**config.mk**
```make
export PLATFORM = sky130hd
export DESIGN_NAME = servo_pulse_io
export DESIGN_NICKNAME = d
export VERILOG_FILES = /design/src/servo_pulse_io.v /design/src/seq_input_filter.v
export VERILOG_INCLUDE_DIRS = /design/src
export SDC_FILE = /design/constraint.sdc
export NUM_CORES = 1
export LEC_CHECK = 0
export BUFFER_PORTS_ARGS = -buffer_cell sky130_fd_sc_hd__buf_4
export CAP_MARGIN = 20
export CORE_MARGIN = 5
export CORE_UTILIZATION = 45
export CTS_CLUSTER_SIZE = 25
export DETAILED_ROUTE_END_ITERATION = 7
export GPL_ROUTABILITY_DRIVEN = 0
export SLEW_MARGIN = 25
export SYNTH_ARGS = -nofsm -noshare
export SYNTH_HDL_FRONTEND = slang
export SYNTH_SLANG_ARGS = --single-unit
```
**constraint.sdc**
```tcl
create_clock -name clk_sys -period 13.7 [get_ports clk_sys]
set_clock_uncertainty 0.05 [all_clocks]
set_input_delay 0.685 -clock clk_sys [delete_from_list [all_inputs] [get_ports clk_sys]]
set_output_delay 0.685 -clock clk_sys [all_outputs]
set_load 0.1 [all_outputs]
```
**src/servo_io_defines.vh**
```
`ifndef SERVO_IO_DEFINES_VH
`define SERVO_IO_DEFINES_VH
// command input formats
`define FMT_PULSE_DIR       2'h0
`define FMT_FWD_REV         2'h1
`define FMT_QUAD            2'h2
// feedback pulses per revolution range
`define PPR_MIN             19'h00010
`define PPR_MAX             19'h40000
// marker alignment select
`define MARKER_ON_A_HIGH    1'h0
`define MARKER_ON_B_HIGH    1'h1
// sequence input filter: 0.5 ms scan at 100 MHz
`define CLK_MHZ             100
`define SEQ_FILTER_US_X10   5
`define SEQ_SCAN_CYCLES     ((`SEQ_FILTER_US_X10 * 100 * `CLK_MHZ) / 1)
// marker minimum width in division mode: 125 us
`define MARKER_MIN_US       125
`define MARKER_MIN_CYCLES   (`MARKER_MIN_US * `CLK_MHZ)
`define SEQ_IN_COUNT        8
`define SEQ_OUT_COUNT       5
`endif

```
**src/servo_pulse_io.v**
```verilog
// Function
// - the command decoder takes pulse-and-direction, forward/reverse or quadrature, by setting.
// - quadrature input counts every edge of both phases, four counts per cycle.
// - feedback gives two phases a quarter period apart, the leader showing direction.
// - feedback pulses per revolution are settable from 16 to 262144.
// - feedback rate follows shaft speed on average; each encoder count releases its edges on consecutive clocks.
// - a per-revolution setting of zero selects the numerator/denominator division ratio.
// - one marker pulse per motor revolution on the differential marker output.
// - in per-revolution mode the marker is aligned with phase A and lasts one quadrature state, half of the phase-A high time.
// - in division mode the marker stays active for at least 125 us.
// - in per-revolution mode a setting selects how the marker lines up with the phases.
// - the single-ended marker copies the differential marker.
// - each sequence input except an interrupt input passes a 0.5 ms two-scan filter.
// - eight sequence inputs and five sequence outputs are provided.
`default_nettype none
`include "servo_io_defines.vh"
module servo_pulse_io
(
    input  wire        clk_sys,                       // 100 MHz system clock
    input  wire        reset,                         // synchronous, active high
    input  wire [1:0]  cmd_format,                    // command pulse format
    input  wire        cmd_pulse_a,                   // command line a (pin)
    input  wire        cmd_pulse_b,                   // command line b (pin)
    output reg         cmd_step,                      // one-cycle count pulse
    output reg         cmd_dir_up,                    // direction of cmd_step
    output reg  [31:0] cmd_position,                  // accumulated command count
    input  wire [15:0] enc_counts_per_rev,            // encoder counts per revolution
    input  wire        enc_step,                      // one encoder count, same clock
    input  wire        enc_dir_up,                    // direction of enc_step
    input  wire [18:0] pulses_per_rev_setting,        // 0 or 16..262144
    input  wire [15:0] division_numerator_setting,    // ratio numerator
    input  wire [15:0] division_denominator_setting,  // ratio denominator
    input  wire        marker_align,                  // marker phase relation
    output reg         feedback_phase_a,              // feedback phase a
    output reg         feedback_phase_b,              // feedback phase b
    output reg         feedback_marker,               // once-per-rev marker
    output reg         marker_single_ended,           // open collector marker copy
    input  wire [7:0]  seq_in,                        // sequence inputs 1..8 (pins)
    input  wire [7:0]  seq_irq_select,                // inputs used as interrupts
    output reg  [7:0]  seq_in_filtered,               // filtered sequence inputs
    input  wire [4:0]  seq_out_request,               // status to drive out
    output reg  [4:0]  seq_out                        // sequence outputs 1..5
);
    localparam [15:0] SCAN_CYCLES   = `SEQ_SCAN_CYCLES;
    localparam [15:0] MARKER_CYCLES = `MARKER_MIN_CYCLES;

    // pin synchronisers, two flops each
    reg [1:0] a_s1, a_s2;
    reg [7:0] seq_s1, seq_s2;
    reg [1:0] ab_prev;
    always @(posedge clk_sys)
    begin
        if (reset)
        begin
            a_s1    <= 2'h0;
            a_s2    <= 2'h0;
            ab_prev <= 2'h0;
            seq_s1  <= 8'h00;
            seq_s2  <= 8'h00;
        end
        else
        begin
            a_s1    <= {cmd_pulse_b, cmd_pulse_a};
            a_s2    <= a_s1;
            ab_prev <= a_s2;
            seq_s1  <= seq_in;
            seq_s2  <= seq_s1;
        end
    end

    // command decoder; 10 ns sampling covers the 1 MHz host limit
    wire a_rise = a_s2[0] & ~ab_prev[0];
    wire b_rise = a_s2[1] & ~ab_prev[1];
    wire a_chg  = a_s2[0] ^ ab_prev[0];
    wire b_chg  = a_s2[1] ^ ab_prev[1];
    reg  next_step;
    reg  next_up;
    always @*
    begin
        next_step = 1'b0;
        next_up   = 1'b1;
        case (cmd_format)
            `FMT_PULSE_DIR:
            begin
                next_step = a_rise;
                next_up   = a_s2[1];
            end
            `FMT_FWD_REV:
            begin
                next_step = a_rise ^ b_rise;
                next_up   = a_rise;
            end
            `FMT_QUAD:
            begin
                // every edge of either phase counts, x4
                next_step = a_chg ^ b_chg;
                next_up   = a_s2[0] ^ ab_prev[1];
            end
            default:
            begin
                next_step = 1'b0;
                next_up   = 1'b1;
            end
        endcase
    end

    always @(posedge clk_sys)
    begin
        if (reset)
        begin
            cmd_step     <= 1'b0;
            cmd_dir_up   <= 1'b1;
            cmd_position <= 32'h00000000;
        end
        else
        begin
            cmd_step   <= next_step;
            cmd_dir_up <= next_up;
            if (next_step)
                cmd_position <= next_up ? cmd_position + 32'h00000001
                                        : cmd_position - 32'h00000001;
        end
    end

    // rate mode: pulses per rev, or division ratio when setting is zero
    wire        ratio_mode = (pulses_per_rev_setting == 19'h00000);
    wire [18:0] ppr_clamped =
        (pulses_per_rev_setting < `PPR_MIN) ? `PPR_MIN :
        (pulses_per_rev_setting > `PPR_MAX) ? `PPR_MAX :
        pulses_per_rev_setting;
    // output edges per rev = 4 * ppr; in ratio mode counts*num/den
    wire [20:0] add_ppr   = {ppr_clamped, 2'h0};
    wire [20:0] add_ratio = {5'h00, division_numerator_setting};
    wire [20:0] acc_add   = ratio_mode ? add_ratio : add_ppr;
    wire [20:0] acc_mod   = ratio_mode ? {5'h00, division_denominator_setting}
                                       : {5'h00, enc_counts_per_rev};

    // a fractional accumulator releases output edges one per clock while it holds a whole modulus
    // each encoder count adds its share; every whole modulus drains as one edge
    // limitation: a large ratio with a small modulus can outrun the 22-bit store
    reg [21:0] frac_acc;
    reg [15:0] rev_count;
    reg [1:0]  quad_state;
    reg        pend_up;
    reg        rev_mark;
    wire [21:0] acc_sum = frac_acc + {1'b0, acc_add};
    wire        emit    = (acc_mod != 21'h000000) && !enc_step &&
                          (frac_acc >= {1'b0, acc_mod});
    always @(posedge clk_sys)
    begin
        if (reset)
        begin
            frac_acc  <= 22'h000000;
            rev_count <= 16'h0000;
            pend_up   <= 1'b1;
            rev_mark  <= 1'b0;
        end
        else
        begin
            rev_mark <= 1'b0;
            if (enc_step)
            begin
                pend_up <= enc_dir_up;
                // one marker event per revolution of the encoder
                if (enc_dir_up)
                begin
                    if (rev_count == enc_counts_per_rev - 16'h0001)
                    begin
                        rev_count <= 16'h0000;
                        rev_mark  <= 1'b1;
                    end
                    else
                        rev_count <= rev_count + 16'h0001;
                end
                else
                begin
                    if (rev_count == 16'h0000)
                    begin
                        rev_count <= enc_counts_per_rev - 16'h0001;
                        rev_mark  <= 1'b1;
                    end
                    else
                        rev_count <= rev_count - 16'h0001;
                end
                if (acc_mod == 21'h000000)
                    frac_acc <= 22'h000000;
                else
                    frac_acc <= acc_sum;
            end
            else if (emit)
                frac_acc <= frac_acc - {1'b0, acc_mod};
        end
    end

    // quadrature output: one gray step per emitted edge
    // output speed limit is left to the integrator's settings
    always @(posedge clk_sys)
    begin
        if (reset)
            quad_state <= 2'h0;
        else if (emit)
            quad_state <= pend_up ? quad_state + 2'h1 : quad_state - 2'h1;
    end

    // marker generation
    reg        mark_arm;
    reg [15:0] mark_timer;
    reg        next_marker;
    wire       marker_phase = (marker_align == `MARKER_ON_A_HIGH) ?
                              (quad_state == 2'h1) : (quad_state == 2'h2);
    always @(posedge clk_sys)
    begin
        if (reset)
        begin
            mark_arm    <= 1'b0;
            mark_timer  <= 16'h0000;
            next_marker <= 1'b0;
        end
        else if (ratio_mode)
        begin
            // not tied to phase a, held at least the minimum width
            mark_arm <= 1'b0;
            if (rev_mark)
                mark_timer <= MARKER_CYCLES;
            else if (mark_timer != 16'h0000)
                mark_timer <= mark_timer - 16'h0001;
            next_marker <= rev_mark || (mark_timer > 16'h0001);
        end
        else
        begin
            // wait for the selected quadrature state and hold while that state lasts
            mark_timer <= 16'h0000;
            if (rev_mark)
                mark_arm <= 1'b1;
            else if (mark_arm && marker_phase)
                mark_arm <= 1'b0;
            if (mark_arm && marker_phase)
                next_marker <= 1'b1;
            else if (!marker_phase)
                next_marker <= 1'b0;
        end
    end

    // registered outputs; single-ended copy matches the differential marker
    // phases pass two flops so they line up with the marker's extra stage
    reg phase_a_d;
    reg phase_b_d;
    always @(posedge clk_sys)
    begin
        if (reset)
        begin
            phase_a_d           <= 1'b0;
            phase_b_d           <= 1'b0;
            feedback_phase_a    <= 1'b0;
            feedback_phase_b    <= 1'b0;
            feedback_marker     <= 1'b0;
            marker_single_ended <= 1'b0;
            seq_out             <= 5'h00;
        end
        else
        begin
            phase_a_d           <= quad_state[1] ^ quad_state[0];
            phase_b_d           <= quad_state[1];
            feedback_phase_a    <= phase_a_d;
            feedback_phase_b    <= phase_b_d;
            feedback_marker     <= next_marker;
            marker_single_ended <= next_marker;
            seq_out             <= seq_out_request;
        end
    end

    // scan tick every 0.5 ms for the input filter
    reg [15:0] scan_cnt;
    reg        scan_tick;
    always @(posedge clk_sys)
    begin
        if (reset)
        begin
            scan_cnt  <= 16'h0000;
            scan_tick <= 1'b0;
        end
        else if (scan_cnt == SCAN_CYCLES - 16'h0001)
        begin
            scan_cnt  <= 16'h0000;
            scan_tick <= 1'b1;
        end
        else
        begin
            scan_cnt  <= scan_cnt + 16'h0001;
            scan_tick <= 1'b0;
        end
    end

    wire [7:0] filt;
    seq_input_filter u_filter
    (
        .clk_sys  (clk_sys),
        .reset    (reset),
        .scan_tick(scan_tick),
        .raw_in   (seq_s2),
        .bypass   (seq_irq_select),
        .filtered (filt)
    );

    always @(posedge clk_sys)
    begin
        if (reset)
            seq_in_filtered <= 8'h00;
        else
            seq_in_filtered <= filt;
    end
endmodule
`default_nettype wire

```
**src/seq_input_filter.v**
```verilog
`default_nettype none
// two-scan agreement filter for the sequence inputs
module seq_input_filter
(
    input  wire       clk_sys,     // system clock
    input  wire       reset,       // synchronous reset
    input  wire       scan_tick,   // one pulse per scan period
    input  wire [7:0] raw_in,      // synchronised inputs
    input  wire [7:0] bypass,      // 1 = interrupt input, no filter
    output reg  [7:0] filtered     // accepted levels
);
    reg [7:0] scan_prev;
    genvar i;

    // a new level is taken only when two consecutive scans agree, or at once on every clock for a bypassed input
    generate
        for (i = 0; i < 8; i = i + 1)
        begin : g_bit
            always @(posedge clk_sys)
            begin
                if (reset)
                begin
                    scan_prev[i] <= 1'b0;
                    filtered[i]  <= 1'b0;
                end
                else if (bypass[i])
                begin
                    scan_prev[i] <= raw_in[i];
                    filtered[i]  <= raw_in[i];
                end
                else if (scan_tick)
                begin
                    scan_prev[i] <= raw_in[i];
                    if (scan_prev[i] == raw_in[i])
                        filtered[i] <= raw_in[i];
                end
            end
        end
    endgenerate
endmodule
`default_nettype wire

```
==> impl_metrics.json <==
{
  "cts_root_buf": "clkbuf_16",
  "finalWorstPathRequiredPeriod_ps": 5320,
  "switchingPower_w": 0.000972,
  "critPathMaxStageDelay_ps": 720,
  "cts_made_buffers": 17,
  "fmaxAchievable_mhz": 188,
  "routed_wirelength_um": 33700,
  "synth-async-reset-ratio_pct": 0,
  "cpMaxStageDelayCell": "nor3_2",
  "holdBufCountCts": 0,
  "synth_edf_count": 0,
  "total_power_w": 0.00220,
  "status": "complete, no violations",
  "finalNetCount": 1816,
  "drive_above_1_share_pct": 13.6,
  "h-tree-depth": 4,
  "vias_per_cell": 5.82,
  "antenna-diode-count": 0,
  "worstReg2RegEnd": "cmd_position[24]",
  "routed-wl-met3_um": 1670,
  "syn_area_um2": 12100,
  "initial_core_util_pct": 45.2,
  "path_cells": "buf_4, nor4_1, nand4_1, nor3_2, buf_4, mux2i_1, inv_1, fa_1, nor2b_1, o31a_1, o221a_2, o31a_1, o21ai_1, buf_4, nor4_1, o211ai_1, a32o_1",
  "grt_max_degree": 56,
  "max-slew-margin-rel_pct": 42.5,
  "setup.worst_path.start": "pulses_per_rev_setting[13]",
  "swShare_pct": 44.1,
  "clock-sinks": 167,
  "synth_nets": 1719,
  "die_area_um2": 30200,
  "synth_cells": 1539,
  "worstReg2RegStart": "a_s2[0]",
  "worst_slack_ps": 8380,
  "dp_slack_ps": 7990,
  "fin_crit_sh_pct": 38.9,
  "combPwrFrac_pct": 46.7,
  "crit_path_end": "frac_acc[21]",
  "grt_pass1_vias": 10900,
  "crit_arrival_ps": 5610,
  "r2r_setup_slack_ps": 9560,
  "worstMarginPinSlew_ps": 855,
  "wirelength_met1_um": 16100,
  "worst_skew_pair.late_latency_ps": 440,
  "setup_violations": 0,
  "seqPwrFrac_pct": 30.1,
  "crit_top_cell": "buf_4",
  "rsz0062_at_grt": "false",
  "p_per_area_nw_per_um2": 158,
  "p_clk_share_pct": 23.3,
  "grt_pass1_wl_um": 55100,
  "row_count": 60,
  "worstSetupStartpointType": "input port",
  "cts_setup_buffers": 0,
  "antenna_found_initial": 0,
  "synth.avg_cell_area_um2": 7.83,
  "area_growth_pct": 16.1,
  "holdCritPathClass": "reg2reg",
  "intPower_w": 0.00123,
  "dr.max_layer_used": "met4",
  "postRouteAntennaNets": 0,
  "grt.total_usage_pct": 21.5,
  "post_drt_wl_per_cell_um": 16.9,
  "cts_resized": 0,
  "dr_wl_met2_um": 15400,
  "reg2regPathDepth": 13,
  "drcViolationCount": 0,
  "critical_path_required_ps": 13980,
  "overflow": 0,
  "hold_viol_final": 0,
  "cts_max_path_buffers": 2,
  "yosysWarnings": 0,
  "synth_flop_cell": "dfxtp_1",
  "maxCapViolCount": 0,
  "fin_tns_setup_ps": 0,
  "fillers": 2592,
  "worst-path-max-fanout": 23,
  "synth_seq_area_share_pct": 27.7,
  "num_vias": 11600,
  "die-width_um": 174,
  "maxSlewViolCount": 0,
  "port_buffers": 147,
  "core_um2": 26700,
  "die_h_um": 174,
  "clk_pin_slew_ps": 80,
  "leakage_nw": 5.69,
  "ys_ff_latch": 167,
  "cp-end-kind": "flop",
  "io_pins": 148,
  "drtIter0Drc": 638,
  "ir_worst_vdd_mv": 0.0982,
  "synth_cell_types": 87,
  "hold_depth": 1,
  "place_hpwl_um": 25100,
  "cts_tree": "yes",
  "drtPass1Iterations": 5,
  "path_class": "in2reg"
}
[Yosys cell counts, types with 13 or more instances]
master    instances  area (um2)
dfxtp_1         167        3340
nand3_1          43         215
and2_1           15        93.8
nand2_1         151         567
clkbuf_1         60         225
inv_1            45         169
nor2b_1          50         313
and3_1           16         100
a31oi_1          21         131
nor2_1          147         552
xnor2_1          59         517
nor4_1           22         138
o21ai_0          91         455
nand2b_1         13        81.3
a21oi_1         102         510
nor3_1           56         280
xor2_1           40         350
a211oi_1         25         188
or3_1            24         150
a21o_1           24         180
nand4_1          21         131
a22oi_1          13        97.6
ha_1             80        1000
mux2i_1          27         270
[final cells by class]
type,count,area [um2],share of cell area (%)
Clock buffer,17,425,3.04
Clock inverter,15,209,1.49
Inverter,46,173,1.23
Multi-Input combinational cell,1249,8250,59.0
Sequential cell,167,3340,23.9
Tap cell,341,427,3.05
Timing Repair Buffer,155,1160,8.31
[cell families after synthesis]
logic type	after synthesis	synth area share, %
AND/OR/NAND/NOR	607	25.4
AO/OA/AOI/OAI	425	23.4
flip-flops	167	27.7
buffers and inverters	123	4.04
XOR/XNOR	104	8.08
adder cells (fa/ha/maj)	83	8.80
multiplexers	30	2.52
[state kept, by name, indices dropped and copies added, names as in the netlist, 16 cells and up]
name,flops
frac_acc,22
cmd_position,32
mark_timer,16
scan_cnt,16
rev_count,16
[cells in the final DEF, fill, tap and decap left out, types with 13 or more instances in the layout]
cell,Yosys,layout
nand2b_1,13,13
or3_1,24,24
and2_1,15,15
nor2_1,147,147
nand3_1,43,43
buf_4,1,155
inv_1,45,45
a21oi_1,102,102
a211oi_1,25,25
xnor2_1,59,59
nand4_1,21,21
a21o_1,24,24
nand2_1,151,151
nor4_1,22,22
ha_1,80,80
o21ai_0,91,91
and3_1,16,16
nor3_1,56,55
nor2b_1,50,50
a22oi_1,13,13
xor2_1,40,40
a31oi_1,21,21
clkbuf_16,0,17
mux2i_1,27,26
dfxtp_1,167,167
[worst min-delay path by stage]
stage | start | end | slack (ps)
floorplan | a_s1[0] | a_s2[0] | 360
global placement | seq_s1[3] | seq_s2[3] | 370
detailed placement | seq_s1[5] | seq_s2[5] | 370
CTS | seq_s1[1] | seq_s2[1] | 380
global route | seq_s1[1] | seq_s2[1] | 400
finish | seq_s1[1] | seq_s2[1] | 390
[worst max-delay path, delay by kind of cell]
family          cells  cell delay [ps]
simple gates        5             2090
compound gates      6             1200
fa+ha+maj           1              420
buf+inv             4              920
mux                 1              270
[power by group through the flow]
stage | sequential, W | combinational [W] | clock (W)
3_5_place_dp | 0.000672 | 0.00102 | 0
3_3_place_gp | 0.000673 | 0.00101 | 0
6_report | 0.000663 | 0.00103 | 0.000513
2_1_floorplan | 0.000685 | 0.000769 | 0
5_1_grt | 0.000673 | 0.00113 | 0.000547
4_1_cts | 0.000661 | 0.00102 | 0.000527
[per-stage QoR]
step                      utilization [%]  hold WS (ps)  instance area (um2)  instances
final                                52.5           387                14000       1990
after global routing                 52.5           400                14000       1990
after CTS                            52.5           385                14000       1990
after detailed placement             50.1           374                13300       1958
after global placement               50.1           366                13300       1958
after floorplan                         -           364                12100       1539
[metal layers]
metal	vias to the layer above	GRT usage, %
met5	-	0
met4	0	5.15
met3	38	3.62
met2	306	35.3
met1	5421	29.8
li1	5822	-
No activity file was read; power rests on OpenSTA's default activity.
